`src/peq_pkg.sv`:
```
// peq_pkg: constants for the performance event qualifier block
// assumes a 32-bit register port and a single 250 MHz core clock
`default_nettype none

package peq_pkg;

  // ---------------------------------------------------------------
  // register map (byte addresses on the plain register port)
  // ---------------------------------------------------------------
  localparam int ADDR_W = 8;
  localparam logic [7:0] OFS_EVSEL = 8'h00;  // event number select
  localparam logic [7:0] OFS_QUAL = 8'h04;   // qualifier bits
  localparam logic [7:0] OFS_CTRL = 8'h08;   // enable / clear
  localparam logic [7:0] OFS_COUNT = 8'h0C;  // counter value
  localparam logic [4:0] EVSEL_RST = 5'h00;
  localparam logic [31:0] QUAL_RST = 32'hFFFFFFFF;
  localparam int CTRL_EN = 0;                // counting enable
  localparam int CTRL_CLR = 1;               // write 1: clear counter

  // ---------------------------------------------------------------
  // event numbers
  // ---------------------------------------------------------------
  localparam logic [4:0] EV_MEM_REQ = 5'h03;
  localparam logic [4:0] EV_AXI_MEM = 5'h07;
  localparam logic [4:0] EV_AXI_IO_FIRST = 5'h08;
  localparam logic [4:0] EV_AXI_IO_LAST = 5'h0F;
  localparam logic [4:0] EV_TRACE_DROP = 5'h11;

  // ---------------------------------------------------------------
  // qualifier field positions
  // ---------------------------------------------------------------
  localparam int SRC_LSB = 22;   // input ports 7..0 at 29..22
  localparam int CCA_LSB = 18;   // cacheability 21..18
  localparam int LEN_LSB = 10;   // burst length codes 17..10
  localparam int SIZE_LSB = 2;   // bytes per transfer 9..2
  localparam int DIR_WR = 1;
  localparam int DIR_RD = 0;
  localparam int CHAN_MSB = 6;
  localparam int CHAN_LSB = 4;
  localparam int AXI_RDY = 3;
  localparam int AXI_NRDY = 2;
  localparam int AXI_VLD = 1;
  localparam int AXI_NVLD = 0;
  localparam int TR_RSP = 7;
  localparam int TR_REQ = 6;

  // cacheability codes on the request input
  localparam logic [1:0] CCA_PLAIN_UNCACHED = 2'h0;
  localparam logic [1:0] CCA_ACCEL_UNCACHED = 2'h1;
  localparam logic [1:0] CCA_COH_RD_DISCARD = 2'h2;
  localparam logic [1:0] CCA_COH_OTHER = 2'h3;

  // axi channel codes, buses and trace ports
  localparam logic [2:0] CHAN_LAST = 3'h4;   // 0 ar,1 aw,2 w,3 r,4 b
  localparam int NUM_CHAN = 5;
  localparam int NUM_BUS = 9;                // memory bus then 8 io units
  localparam int NUM_TPORT = 6;
  localparam logic [5:0] TR_RSP_PORTS = 6'h3D;  // 5,4,3,2,0
  localparam logic [5:0] TR_REQ_PORTS = 6'h14;  // 4,2

endpackage : peq_pkg

`default_nettype wire

```
`src/peq_perf_event_qualifier.sv`:
```
// peq_perf_event_qualifier: qualifier filters and one event counter
// observed request, axi and trace-drop inputs are synchronous to i_clk
//
// Added by the designer: the address-and-strobe port and the placing of the registers.
`timescale 1ns/10ps
`default_nettype none

// Overview of operation
// - source bits 29..22 enable requests from input ports 7..0
// - bits 21..18: coherent other, read-discard, accel uncached, uncached
// - bits 17..10 enable burst length codes 7..0
// - bits 9..2 enable sizes 128..1 bytes; bit 1 writes, bit 0 reads
// - axi channel field 6:4 picks ar, aw, w, r or b
// - bit 3 counts ready-high cycles, bit 2 ready-low cycles
// - bit 1 counts valid-high cycles, bit 0 valid-low cycles
// - bit 7 counts response drops on pipe, multi and uncached ports
// - bit 6 counts request drops on the two plain pipe ports only
// - bits 5,4 pipe one multi/plain; bits 3,2 pipe zero multi/plain
// - bit 1 perf tracing port drops; bit 0 uncached response drops
// - event 3 counts qualified memory interface requests
// - event 7 memory axi bus, events 8..15 io unit buses 0..7
// - event 17 counts qualified trace overflow drops
module peq_perf_event_qualifier
  import peq_pkg::*;
(
  input wire logic i_clk,                         // core clock
  input wire logic i_rst_n,                       // async reset, low
  input wire logic [ADDR_W-1:0] i_addr,           // register address
  input wire logic [31:0] i_wdata,                // register write data
  input wire logic i_wr,                          // write strobe
  input wire logic i_rd,                          // read strobe
  output logic [31:0] o_rdata,                    // read data, next cycle
  input wire logic i_mem_vld,                     // memory request issued
  input wire logic [2:0] i_mem_port,              // source input port
  input wire logic [1:0] i_mem_cca,               // cacheability code
  input wire logic [2:0] i_mem_len,               // burst length code
  input wire logic [2:0] i_mem_size,              // log2 bytes/transfer
  input wire logic i_mem_wr,                      // 1 write, 0 read
  input wire logic [NUM_BUS*NUM_CHAN-1:0] i_axi_valid, // bus*5+chan
  input wire logic [NUM_BUS*NUM_CHAN-1:0] i_axi_ready, // bus*5+chan
  input wire logic [NUM_TPORT-1:0] i_drop_rsp,    // response drop pulses
  input wire logic [NUM_TPORT-1:0] i_drop_req,    // request drop pulses
  output logic [31:0] o_count,                    // counter value
  output logic [2:0] o_count_inc                  // last increment
);

  // ---------------------------------------------------------------
  // helpers
  // ---------------------------------------------------------------
  // one qualifier bit picked by field base and attribute code
  function automatic logic qbit(input logic [31:0] q, input int lsb,
                                input logic [2:0] code);
    logic [4:0] pos;
    pos = 5'(lsb) + {2'h0, code};
    qbit = q[pos];
  endfunction : qbit

  // ---------------------------------------------------------------
  // registers
  // ---------------------------------------------------------------
  logic [4:0] evsel_ff;
  logic [31:0] qual_ff;
  logic en_ff;
  logic [31:0] count_ff;
  logic [31:0] rdata_ff;
  logic [2:0] inc_ff;
  logic [4:0] nxt_evsel;
  logic [31:0] nxt_qual;
  logic nxt_en;
  logic [31:0] nxt_count;
  logic [31:0] nxt_rdata;

  // register decode
  wire logic wr_evsel = i_wr && (i_addr == OFS_EVSEL);
  wire logic wr_qual = i_wr && (i_addr == OFS_QUAL);
  wire logic wr_ctrl = i_wr && (i_addr == OFS_CTRL);
  wire logic wr_count = i_wr && (i_addr == OFS_COUNT);
  wire logic clr_cnt = wr_ctrl && i_wdata[CTRL_CLR];

  // ---------------------------------------------------------------
  // event selection
  // ---------------------------------------------------------------
  wire logic sel_mem = (evsel_ff == EV_MEM_REQ);
  wire logic sel_axi_mem = (evsel_ff == EV_AXI_MEM);
  wire logic sel_axi_io = (evsel_ff >= EV_AXI_IO_FIRST) &&
                          (evsel_ff <= EV_AXI_IO_LAST);
  wire logic sel_axi = sel_axi_mem || sel_axi_io;
  wire logic sel_trace = (evsel_ff == EV_TRACE_DROP);
  // memory bus is index 0, io unit n is index n+1
  wire logic [3:0] bus_idx = sel_axi_io ? (evsel_ff[3:0] -
                             EV_AXI_IO_FIRST[3:0] + 4'h1) : 4'h0;

  // ---------------------------------------------------------------
  // memory request qualification; groups are anded
  // ---------------------------------------------------------------
  wire logic mq_src = qbit(qual_ff, SRC_LSB, i_mem_port);
  wire logic mq_cca = qbit(qual_ff, CCA_LSB, {1'b0, i_mem_cca});
  wire logic mq_len = qbit(qual_ff, LEN_LSB, i_mem_len);
  wire logic mq_size = qbit(qual_ff, SIZE_LSB, i_mem_size);
  wire logic mq_dir = i_mem_wr ? qual_ff[DIR_WR] : qual_ff[DIR_RD];
  wire logic mem_hit = sel_mem && i_mem_vld && mq_src && mq_cca &&
                       mq_len && mq_size && mq_dir;

  // ---------------------------------------------------------------
  // axi utilisation; channel codes above b never count
  // ---------------------------------------------------------------
  wire logic [2:0] chan = qual_ff[CHAN_MSB:CHAN_LSB];
  wire logic chan_ok = (chan <= CHAN_LAST);
  wire logic [5:0] axi_idx = 6'(bus_idx) * 6'(NUM_CHAN) + 6'(chan);
  wire logic ch_vld = chan_ok ? i_axi_valid[axi_idx] : 1'b0;
  wire logic ch_rdy = chan_ok ? i_axi_ready[axi_idx] : 1'b0;
  wire logic aq_rdy = ch_rdy ? qual_ff[AXI_RDY] : qual_ff[AXI_NRDY];
  wire logic aq_vld = ch_vld ? qual_ff[AXI_VLD] : qual_ff[AXI_NVLD];
  wire logic axi_hit = sel_axi && chan_ok && aq_rdy && aq_vld;

  // ---------------------------------------------------------------
  // trace drop qualification, one slice per trace port
  // ---------------------------------------------------------------
  logic [NUM_TPORT-1:0] tr_hit;
  // ports that carry neither trace type; the type bits do not apply there
  wire logic [NUM_TPORT-1:0] untyped_ports = ~(TR_RSP_PORTS | TR_REQ_PORTS);
  genvar gp;
  generate
    for (gp = 0; gp < NUM_TPORT; gp++) begin : g_tport
      // response drops only on ports that carry responses
      wire logic rsp_ok = i_drop_rsp[gp] && qual_ff[TR_RSP] &&
                          TR_RSP_PORTS[gp];
      // request drops only on the plain pipe ports
      wire logic req_ok = i_drop_req[gp] && qual_ff[TR_REQ] &&
                          TR_REQ_PORTS[gp];
      // the perf tracing port has no trace type: any drop there counts
      wire logic any_ok = (i_drop_rsp[gp] || i_drop_req[gp]) &&
                          untyped_ports[gp];
      // port enable bit sits at the port's own index
      assign tr_hit[gp] = sel_trace && qual_ff[gp] &&
                          (rsp_ok || req_ok || any_ok);
    end
  endgenerate

  // count of qualifying drops this cycle; several ports may drop at once
  logic [2:0] tr_cnt;
  always_comb begin
    tr_cnt = 3'h0;
    for (int i = 0; i < NUM_TPORT; i++) begin
      tr_cnt = tr_cnt + {2'h0, tr_hit[i]};
    end
  end

  // only one event class is selected, so the terms never overlap;
  // bits 31:30 and the unused upper bits of other events are ignored
  wire logic [2:0] inc = tr_cnt + {2'h0, mem_hit} +
                         {2'h0, axi_hit};

  // increment as applied: a clear or count write in the same cycle wins,
  // the event is lost, and the monitor output must not claim it
  wire logic [2:0] inc_apply = (en_ff && !clr_cnt && !wr_count) ? inc :
                               3'h0;

  // ---------------------------------------------------------------
  // next-state: software writes, then counting
  // ---------------------------------------------------------------
  // a clear and an event in one cycle: the clear wins, the event is
  // dropped, because software asked for a fresh start at that moment
  always_comb begin
    nxt_evsel = wr_evsel ? i_wdata[4:0] : evsel_ff;
    nxt_qual = wr_qual ? i_wdata : qual_ff;
    nxt_en = wr_ctrl ? i_wdata[CTRL_EN] : en_ff;
    if (clr_cnt) begin
      nxt_count = 32'h00000000;
    end else if (wr_count) begin
      nxt_count = i_wdata;
    end else if (en_ff) begin
      nxt_count = count_ff + {29'h0, inc};
    end else begin
      nxt_count = count_ff;
    end
  end

  // read mux; unmapped addresses read zero
  always_comb begin
    nxt_rdata = 32'h00000000;
    if (i_rd) begin
      case (i_addr)
        OFS_EVSEL: nxt_rdata = {27'h0, evsel_ff};
        OFS_QUAL: nxt_rdata = qual_ff;
        OFS_CTRL: nxt_rdata = {31'h0, en_ff};
        OFS_COUNT: nxt_rdata = count_ff;
        default: nxt_rdata = 32'h00000000;
      endcase
    end
  end

  // ---------------------------------------------------------------
  // flip-flops
  // ---------------------------------------------------------------
  // control registers
  always_ff @(posedge i_clk or negedge i_rst_n) begin
    if (!i_rst_n) begin
      evsel_ff <= EVSEL_RST;
      qual_ff <= QUAL_RST;
      en_ff <= 1'b0;
    end else begin
      evsel_ff <= nxt_evsel;
      qual_ff <= nxt_qual;
      en_ff <= nxt_en;
    end
  end

  // counter and read data
  always_ff @(posedge i_clk or negedge i_rst_n) begin
    if (!i_rst_n) begin
      count_ff <= 32'h00000000;
      rdata_ff <= 32'h00000000;
      inc_ff <= 3'h0;
    end else begin
      count_ff <= nxt_count;
      rdata_ff <= nxt_rdata;
      inc_ff <= inc_apply;
    end
  end

  assign o_rdata = rdata_ff;
  assign o_count = count_ff;
  assign o_count_inc = inc_ff;

  wire logic quiet = !i_wr;  // no software write in this cycle
endmodule : peq_perf_event_qualifier

`default_nettype wire

```
`config.mk`:
```
export PLATFORM = sky130hd
export DESIGN_NAME = peq_perf_event_qualifier
export DESIGN_NICKNAME = d
export VERILOG_FILES = /design/src/peq_pkg.sv /design/src/peq_perf_event_qualifier.sv
export SDC_FILE = /design/constraint.sdc
export NUM_CORES = 1
export LEC_CHECK = 0
export CELL_PAD_IN_SITES_DETAIL_PLACEMENT = 0
export CELL_PAD_IN_SITES_GLOBAL_PLACEMENT = 1
export CORE_MARGIN = 3
export CORE_UTILIZATION = 50
export DETAILED_ROUTE_END_ITERATION = 8
export DONT_BUFFER_PORTS = 1
export GPL_TIMING_DRIVEN = 0
export PLACE_DENSITY = 0.84
export REMOVE_ABC_BUFFERS = 1
export SKIP_CTS_REPAIR_TIMING = 1
export SLEW_MARGIN = 20
export SYNTH_ARGS = -nofsm -noshare
export SYNTH_HDL_FRONTEND = slang
export SYNTH_SLANG_ARGS = --single-unit
export TNS_END_PERCENT = 30
```
`constraint.sdc`:
```
create_clock -name i_clk -period 22.3 [get_ports i_clk]
set_clock_uncertainty 0.05 [all_clocks]
set_input_delay 3.345 -clock i_clk [delete_from_list [all_inputs] [get_ports i_clk]]
set_output_delay 3.345 -clock i_clk [all_outputs]
set_load 0.02 [all_outputs]
```
==> results.txt, run 1 <==
The layout has 1171 filler cells. The HPWL reported at the end of detailed placement came out at 14000 um. CTS built an H-tree with a depth of 3. The overall power came out at 456 uW.

Summed over all failing endpoints, the final setup total negative slack is 0 ns. After synthesis, the cell types taking the most area are dfrtp_1, mux4_2, dfstp_2. Across all layers, the routed design uses 4782 vias. The clock insertion delay at the later pin of the skew report is 0.35 ns.

The synthesis-to-layout area growth came out at 7.60%. The number of antenna diodes in the final layout is 0. The type of the worst min-delay path is reg -> reg. The internal portion of the total power is 344 uW. The weighted congestion reported at the end of routability-driven placement came out at 0.954. The slowest cell on the critical path is nand4b_1. The max-cap violation count is 0. The detailed router's first-iteration violation count came out at 258.

Combinational logic burns 10.3% of the power. The tree built by TritonCTS fans out to 105 sinks. The final wirelength came out at 18400 um. The time the final worst path needs with I/O delays and setup came out at 9.19 ns.

TritonCTS built the clock tree. The detailed-route wire length per cell came out at 24.3 um. STA classifies the critical path endpoint as a register. The floorplan row count is 42. The ratio of final minimum period to clock period came out at 41.2%. The count of flip-flops with a built-in enable after synthesis came out at 0.

The worst stage delay on the critical path came out at 0.78 ns. The top cell type's share of synthesized area came out at 26.8%. The count of pins over their slew limit is 0. The worst-case IR drop observed on VDD is 0.0406 mV. The via count of the first global-routing pass came out at 4962.

Once layout is done, the placed cells without fillers occupy 7330 um^2. After detailed routing, the number of remaining DRC violations is 0. The global-route wire length before repair came out at 28100 um. The arrival time at the worst endpoint came out at 9.40 ns. After synthesis, the netlist uses 55 different library cells. The critical-path maximum fanout came out at 11. The number of buffers added by the clock tree synthesis step is 9. The number of iterations in the first detailed-routing pass is 5. Cells with a size suffix above 1 make up 26.6% of the layout. Measured along the y axis, the die boundary spans 123 um. Setup repair after global routing left no endpoint under its margin. The clock network is responsible for 40.7% of the overall power. Once layout is complete, the cells apart from fillers number 759.

The relative slew slack is 33.4%. For this run, the total global-route usage over all layers was measured as 24.7%. Entering global routing, the biggest net connects 106 pins. The most common cell after layout, fill and taps aside is nor2_1. The count of nets left with antenna violations after detail routing is 0. The cell taking the most area after synthesis is dfrtp_1.

The mean area per synthesized cell came out at 11.4 um^2. The achievable frequency is 109 MHz. The type of the worst setup path is in -> reg. In this run the horizontal extent of the chip is 123 um.

For this design the top-level I/O count stands at 226. Among all flip-flop cells after synthesis, the most frequent one is dfrtp_1. The signal on the critical path passes through mux4_2 > a211o_1 > and4_1 > o311a_1 > o32ai_1 > fa_1 > fa_1 > inv_1 > fa_1 > ha_1 > fa_1 > ha_1 > a21o_1 > a21oi_1 > nand4b_1 > nor4_1 > xnor2_1 > a211oi_1. The area enclosed by the die boundary came out at 15100 um^2.

The worst path required time came out at 22.50 ns. The leakage dissipation is 0.00310 uW. The library cells used most frequently in the layout, excluding fill and tap cells, are nor2_1, dfrtp_1, mux2_2.

The net switching power of the design came out at 112 uW. The count of input and output buffers is 0. The sequential fraction of design power came out at 49.0%. The run finished with clean final reports. The share of total power consumed by net switching came out at 24.6%. The Yosys step of the flow raised 0 warnings.

The initial core utilization is 51.3%. The most prevalent standard cell on the critical path is fa_1. The clock-pin slew of the registers on the worst-case setup and hold paths came out at 0.07 ns.

Setup violations remaining at the end of the flow were counted as 0. The power density over cell area came out at 62.2 nW/um^2. The leftover overflow at the end of global routing came out at 0. CTS placed an instance of clkbuf_16 at the clock tree root. The final net count came out at 763. The actual slew at the worst max-slew pin is 0.999 ns. The number of vias per cell after detailed routing is 6.30. The number of register bits inferred by synthesis is 105. The number of hold violations in the final report is 0.

The initial antenna violation count is 2. The area of the mapped netlist came out at 6820 um^2. Synthesis produced 597 cells. The minimum hold slack came out at 0.529 ns.

Of all flip-flops after synthesis, the portion carrying an async set or reset was 100%. After synthesis, flip-flops and latches occupy 39.1% of the total area. The total instance count after detailed placement came out at 743. The instance area at placement came out at 6980 um^2. The number of buffers on the longest clock path came out at 2. STA classifies the critical path startpoint as a primary input. The core area is 13300 um^2.
-- metrics by stage --
step                      worst slack [ns]  util [%]
after floorplan                      13.51         -
after global placement               12.76      51.8
after detailed placement             12.71      52.5
after CTS                            13.06      55.1
after global routing                 12.58      55.2
final                                13.11      55.2
-- logic make-up (layout without fill, tap and decap cells) --
kind of cell             Yosys count  after routing  share of synthesized area (%)
flip-flops                       105            105                           39.1
multiplexers                     124            124                           26.0
adder cells (fa/ha/maj)           26             26                           5.43
buffers and inverters             54             40                           3.36
XOR/XNOR                          34             34                           4.57
AO/OA/AOI/OAI                     63             63                           7.05
AND/OR/NAND/NOR                  191            191                           14.4
-- worst max-delay path, delay by kind of cell --
kind / cells / cell delay, ns
AO/OA/AOI/OAI: 6 / 1.28
adder cells (fa/ha/maj): 6 / 2.58
buffers and inverters: 1 / 0.06
multiplexers: 1 / 0.46
XOR/XNOR: 1 / 0.13
AND/OR/NAND/NOR: 3 / 1.54
-- worst paths after layout --
path | startpoint | slack, ns | end | cells after the start
worst min register to register | qual_ff[28] | 0.53 | o_rdata[28] | 2
min in group asynchronous | i_rst_n | 2.64 | evsel_ff[3] | 0
worst max-delay path | i_axi_valid[39] | 13.11 | o_count[23] | 18
worst min-delay path | qual_ff[28] | 0.53 | o_rdata[28] | 2
max in group asynchronous | i_rst_n | 19.30 | qual_ff[16] | 0
worst max register to register | evsel_ff[0] | 13.19 | o_count[23] | 25
-- power groups by stage --
stage                     logic (uW)  registers [uW]  clock network [uW]
final                           46.9             224                 186
after floorplan                 41.1             221                   0
after detailed placement        47.1             227                   0
after CTS                       47.3             224                 191
after global routing            51.5             225                 197
after global placement          45.5             227                   0
-- area by class of cell --
cell class / count / area (um^2) / share of cell area, %
inverters: 20 / 75.1 / 1.02
multi-input cells: 438 / 3950 / 53.8
well taps: 176 / 220 / 3.00
clock buffers: 10 / 239 / 3.26
flip-flops and latches: 105 / 2670 / 36.4
clock inverters: 6 / 113 / 1.54
repair buffers: 4 / 73.8 / 1.01
-- sequential cells by signal, summed over array words and instances (netlist names) --
name and cells:
o_rdata 32, en_ff 1, o_count_inc 3, evsel_ff 5
o_count 32, qual_ff 32
-- metal layers --
layer	vias up	wire length [um]	GRT usage [%]	part of all wire [%]
li1	2162	-	-	-
met1	2415	7480	31.8	41
met2	175	9040	40.1	49
met3	26	1620	8.25	8.8
met4	4	274	6.37	1.5
met5	-	27	0	0.15
-- Yosys cell counts (all sizes together), types with 6 or more instances --
cell     n
mux2    44
a211oi  32
buf     13
clkbuf  21
mux2i   42
inv     20
dfrtp   73
nor2b    6
nand4    9
nand3   19
ha      20
nand2   24
fa       6
xnor2   22
xor2    11
nor2    87
nor3    14
a21oi    7
dfstp   32
mux4    38
Note: power is estimated with default switching activity, not from simulation.
==> inputs of run 2 (changes only) <==
- clock period: 22.3 -> 9.3 ns (I/O delays scaled with it)
==> results.txt, run 2 (synthesis gave the netlist of run 1 again) <==
The worst hold path stage count came out at 2 (unchanged). Timing would allow up to 116 MHz. The number of vias per cell after detailed routing came out at 6.36 (+0.96%). The clock insertion delay at the later pin of the skew report came to 0.35 ns (about the same).

The most prevalent standard cell on the critical path is ha_1. The HPWL reported at the end of detailed placement came to 14000 um (unchanged). The final wirelength was 18500 um (+0.24%). The number of non-filler instances in the completed layout is 762 (+0.40%).

The residual DRC count is 0 (unchanged). The number of buffers on the longest clock path is 2 (unchanged). The leakage dissipation came to 0.00311 uW (+0.48%). Setup repair after global routing left no endpoint under its margin. The detailed router's first-iteration violation count came out at 238 (-7.8%). The path with the worst hold slack has its endpoint at o_rdata[24]. The total area of sequential cells was 2670 um^2 (unchanged). The actual slew at the worst max-slew pin is 1.01 ns (+0.00702 ns).

The accumulated negative setup slack is 0 ns (unchanged). The number of H-tree levels is 3 (unchanged). The flow ran to the end, and the final reports show no timing, DRC or antenna violations. In the layout the commonest cells are nor2_1, dfrtp_1, mux2_2. The leftover overflow at the end of global routing came out at 0 (unchanged). The root cell of the clock tree is clkbuf_16. The floorplan row count came out at 42 (unchanged). The number of buffers added by the clock tree synthesis step came to 9 (unchanged). The beginning of the worst register-to-register path is evsel_ff[0].

The destination of the worst register-to-register timing path is o_count[28]. The via count of the first global-routing pass came out at 4962 (unchanged). The worst slack at placement is 0.224 ns (-12.49 ns).

The count of nets left with antenna violations after detail routing came out at 0 (unchanged). The pin count of the biggest net entering global routing is 106 (unchanged). The via count came to 4847 (+1.4%). The layout cell share with drive strength beyond 1 is 27.0% (+0.38 points). The instance area at placement was 6980 um^2 (unchanged). The initial antenna violation count is 2 (unchanged). The number of iterations in the first detailed-routing pass came to 7 (+2). The total number of clock tree sinks is 105 (unchanged). The area enclosed by the die boundary is 15100 um^2 (unchanged). The power density over cell area came out at 148 nW/um^2 (+140%).

The worst path required time came out at 9.52 ns (-12.98 ns). The all-layer global routing usage is 24.7% (unchanged). The synthesis-to-layout area growth is 8.10%. The worst setup path is captured at a register. The cell depth of the worst flop-to-flop path came out at 26 (+4.0%). The detailed-route wire length per cell is 24.3 um (-0.15%). The final instance area is 7370 um^2 (+0.46%). The number of hold violations in the final report came out at 0 (unchanged).

The peak ir drop on the vdd network came out at 0.0972 mV (+140%). The max-cap violation count was 0 (unchanged). The weighted congestion reported at the end of routability-driven placement came out at 0.954 (unchanged). The core area is 13300 um^2 (unchanged). The category of the worst setup path launch point is a register. The count of pins over their slew limit is 0 (unchanged).

Leaving out fill and tap cells, the most frequent cell in the layout is nor2_1. The hold path startpoint is qual_ff[24]. The type of the worst setup path is reg -> reg. The clock-pin slew of the registers on the worst-case setup and hold paths came out at 0.07 ns (about the same).

The slowest cell on the critical path is dfrtp_1. The count of input and output buffers is 0 (unchanged). The die height was 123 um (unchanged). TritonCTS built the clock tree. The critical-path maximum fanout is 15 (+4).

The total area of multi-input combinational cells came out at 3960 um^2 (+0.29%). The x dimension of the die is 123 um (unchanged). The worst stage delay on the critical path is 0.56 ns (-0.22 ns).

The antenna diode count is 0 (unchanged). The count of pins on the block boundary came out at 226 (unchanged). The final count of negative-setup-slack endpoints came out at 0 (unchanged). The arrival time at the worst endpoint is 8.83 ns (-0.57 ns). The core utilization of the finished layout is 55.4% (+0.25 points). The global-route wire length before repair was 28100 um (unchanged). The worst setup slack for register-to-register paths came out at 0.69 ns (-12.50 ns).

The relative slew slack came to 32.9% (-0.47 points). The final net count is 766 (+0.39%). Dividing the final minimum period by the clock period gives 92.6%.

The worst setup margin came to 0.692 ns (-12.42 ns). The number of fillers in the final layout is 1170 (-0.085%). The worst hold path belongs to the class reg -> reg. The total instance count after detailed placement is 743 (unchanged). The initial core utilization came out at 51.3% (unchanged).

After layout, the minimum clock period comes to 8.61 ns.
[run 2: layer usage]
layer / share of wire, % / wire, um / vias up / GRT usage [%]
li1: - / - / 2170 / -
met1: 40 / 7360 / 2446 / 31.8
met2: 49 / 9100 / 199 / 40.1
met3: 9.3 / 1710 / 28 / 8.25
met4: 1.5 / 286 / 4 / 6.37
met5: 0.15 / 27 / - / 0
[run 2: final cells by class]
cell class	count	share of cell area, %
Tap cell	176	2.99
Inverter	20	1.02
Multi-Input combinational cell	438	53.7
Clock inverter	6	1.53
Sequential cell	105	36.2
Clock buffer	10	3.24
Timing Repair Buffer	7	1.31
[run 2: through the flow]
stage / hold slack (ns) / power, uW
2_1_floorplan: 0.496 / 629
3_3_place_gp: 0.514 / 652
3_5_place_dp: 0.513 / 658
4_1_cts: 0.529 / 1110
5_1_grt: 0.555 / 1140
6_report: 0.528 / 1090
[run 2: power breakdown]
part | switching, uW | internal (uW) | leakage, uW
Sequential | 53.6 | 483 | 0.00133
Clock | 171 | 272 | 0.000173
Combinational | 41.9 | 70.7 | 0.00161
[run 2: worst max path at each step]
stage	from	to	slack (ns)	depth (start not counted)
finish	evsel_ff[0]	o_count[28]	0.69	26
global route	evsel_ff[0]	o_count[28]	0.10	26
CTS	evsel_ff[0]	o_count[23]	0.18	25
detailed placement	evsel_ff[0]	o_count[23]	0.22	25
global placement	evsel_ff[0]	o_count[23]	-0.1	25
floorplan	evsel_ff[0]	o_count[23]	1.27	25
[run 2: worst max-delay path: cells and delay by family (launching register included)]
kind,cells,cell delay (ns)
adders and majority gates,10,3.88
and+or+nand+nor,7,2.09
AOI/OAI and AO/OA,5,1.10
xor gates and xnor gates,3,0.79
DFF,1,0.56
buffers and inverters,1,0.06
==> inputs of run 3 (changes only) <==
- CORE_ASPECT_RATIO: not set -> 1.4
==> results.txt, run 3 (synthesis gave the netlist of run 1 again) <==
The detailed-route wire length per cell was 25.1 um (+3.6%). The number of iterations in the first detailed-routing pass came out at 4 (-3). The die height came to 144 um (+17%). The final net count is 766 (unchanged). The worst stage delay on the critical path came out at 0.56 ns (about the same).

The x dimension of the die came to 105 um (-15%). The cell depth of the worst flop-to-flop path came out at 27 (+3.8%). The worst setup path is captured at a register. The synthesis-to-layout area growth came out at 7.27%. The worst slack at placement came out at 0.457 ns (+0.232 ns). The total number of clock tree sinks is 105 (unchanged). The library cell used most frequently in the layout, excluding fill and tap cells, is nor2_1. The area enclosed by the die boundary is 15100 um^2 (+0.13%). The leftover overflow at the end of global routing is 0 (unchanged).

The detailed router's first-iteration violation count came out at 216 (-9.2%). The sequential fraction of design power came to 51.7% (+2.6 points). The layout cell share with drive strength beyond 1 came out at 26.8% (-0.12 points). The internal portion of total power came to 771 uW (-6.6%). The via count is 4800 (-0.97%). The routed length on met2 was 10600 um (+16%). The number of buffers added by the clock tree synthesis step is 9 (unchanged). The global-route wire length before repair came out at 29800 um (+5.9%). The share of total power consumed by net switching came out at 25.9% (+1.5 points).

The worst hold path stage count is 2 (unchanged). The run finished with clean final reports. The wire length on met1 came out at 6420 um (-13%). The clock-pin slew of the registers on the worst-case setup and hold paths was 0.08 ns (about the same). Leaving out fill and tap cells, the most frequent cells in the layout are nor2_1, dfrtp_1, mux2_2. The leakage dissipation came out at 0.00308 uW (-1.1%).

TritonCTS built the clock tree. The highest layer touched by signal routing is met4. The final count of negative-setup-slack endpoints came out at 0 (unchanged). The count of pins on the block boundary came out at 226 (unchanged). The critical-path maximum fanout came out at 12 (-3). The count of input and output buffers is 0 (unchanged). The final wirelength came out at 19200 um (+3.7%). The pin count of the biggest net entering global routing is 106 (unchanged).

The number of buffer and inverter instances along the worst setup path is 2 (+1). The weighted congestion reported at the end of routability-driven placement came out at 0.856 (-10%). The gate family responsible for the most delay along the worst path is adder cells.

The worst setup slack for register-to-register paths was 0.56 ns (-0.13 ns). The category of the worst setup path launch point is a register. The number of cells on the critical path is 27 (+3.8%). The worst register-to-register path begins at evsel_ff[0]. By instance count, the cell type seen most on the critical path is ha_1. The residual DRC count came out at 0 (unchanged). The number of H-tree levels came out at 3 (unchanged).

The initial core utilization came out at 51.9% (+0.68 points). The core area was 13100 um^2 (-1.3%). The count of nets left with antenna violations after detail routing is 0 (unchanged). The number of vias per cell after detailed routing came out at 6.29 (-1.1%).

The tightest min-delay check is of the reg -> reg type. The antenna diode count is 0 (unchanged). The achievable frequency was 114 MHz (-1.5%).

The max-cap violation count is 0 (unchanged). Setup repair after global routing left no endpoint under its margin. CTS placed an instance of clkbuf_16 at the clock tree root. The critical path is of the reg -> reg type. The worst path required time came out at 9.50 ns (-0.02 ns).

The minimum hold slack came to 0.524 ns (-0.00351 ns). The floorplan row count came to 49 (+17%). The arrival time at the worst endpoint came out at 8.95 ns (+0.12 ns).

The number of buffers on the longest clock path came out at 2 (unchanged). The time the final worst path needs with I/O delays and setup came to 8.74 ns (+0.133 ns). In this run the critical register-to-register path is captured at o_count[30].

The via count of the first global-routing pass was 5340 (+7.6%). The net switching power of the design is 270 uW (+1.3%). The combinational power share came out at 11.0% (+0.7 points). The most critical setup path has its startpoint at evsel_ff[0]. The initial antenna violation count came out at 0 (-2). The fraction of power consumed by the clock network is 37.3% (-3.3 points). The actual slew at the worst max-slew pin was 1.00 ns (-0.00140 ns). The HPWL reported at the end of detailed placement is 14800 um (+5.6%). The routed length on met3 is 1720 um (+0.76%). The ratio of final minimum period to clock period came out at 94.0% (+1.4 points). The peak ir drop on the vdd network is 0.111 mV (+14%). The number of hold violations in the final report is 0 (unchanged).

The slowest cell on the critical path is fa_1. The relative slew slack is 33.0% (+0.093 points). The power density over cell area is 142 nW/um^2 (-4.0%).

The clock insertion delay at the later pin of the skew report is 0.34 ns (about the same). Following the worst setup path forward leads to its endpoint at o_count[30]. The all-layer global routing usage came to 25.5% (+0.83 points). The worst setup margin is 0.559 ns (-0.133 ns).

The count of pins over their slew limit came out at 0 (unchanged).
[run 3: cell count changes in the layout (fill, tap and decap cells not counted), moves of 2 or more]
cell | previous run | this run
bufinv_16 | 3 | 1
buf_6 | 1 | 3
inv_6 | 2 | 0
clkinvlp_4 | 0 | 2
[run 3: worst min path at each step]
| stage | start | slack [ns] | endpoint |
|---|---|---|---|
| after CTS | qual_ff[30] | 0.52 | o_rdata[30] |
| after floorplan | qual_ff[24] | 0.50 | o_rdata[24] |
| final | qual_ff[30] | 0.52 | o_rdata[30] |
| after global routing | qual_ff[30] | 0.53 | o_rdata[30] |
| after global placement | qual_ff[30] | 0.51 | o_rdata[30] |
| after detailed placement | qual_ff[27] | 0.52 | o_rdata[27] |
[run 3: worst register-to-register path, stage by stage (launching register included)]
cell and delay (ns):
dfrtp_1 0.55, ha_1 0.30, nor2_1 0.07, nor3b_1 0.46, ha_1 0.33, ha_1 0.30
ha_1 0.41, xor2_2 0.32, buf_6 0.23, nor4b_1 0.11, a211o_1 0.31, and4_1 0.21
o311a_1 0.33, o32ai_1 0.23, fa_1 0.54, fa_1 0.56, inv_1 0.06, fa_1 0.47
ha_1 0.22, fa_1 0.37, xor2_1 0.18, ha_1 0.34, a21oi_1 0.09, nor2_1 0.37
nand3_1 0.50, nor4_2 0.40, xnor2_1 0.12, a211oi_2 0.22
[run 3: cell type report]
class	count	area, um^2
clock buffers	10	239
well taps	178	223
repair buffers	7	96.3
clock inverters	5	65.1
inverters	20	75.1
flip-flops and latches	105	2670
fillers	1158	5810
multi-input cells	438	3950
[run 3: routing by layer]
layer	track usage, %	up-vias
li1	-	2151
met1	26.2	2404
met2	48.6	219
met3	8.75	26
met4	8.29	0
met5	0	-
[run 3: power groups by stage]
stage	clock [uW]	sequential, uW	combinational [uW]
2_1_floorplan	0	531	98.5
3_3_place_gp	0	545	110
3_5_place_dp	0	547	115
4_1_cts	399	538	116
5_1_grt	417	542	126
6_report	388	538	115
[run 3: metrics by stage]
| stage | TNS (ns) | util, % | total power [uW] | instance area, um^2 | std cells |
|---|---|---|---|---|---|
| 6_report | 0 | 55.7 | 1040 | 7310 | 763 |
| 5_1_grt | 0 | 55.7 | 1090 | 7310 | 763 |
| 4_1_cts | 0 | 55.6 | 1050 | 7300 | 761 |
| 3_5_place_dp | 0 | 53.3 | 661 | 6990 | 746 |
| 3_3_place_gp | -4.40 | 52.5 | 655 | 6880 | 741 |
| 2_1_floorplan | 0 | - | 629 | 6660 | 563 |
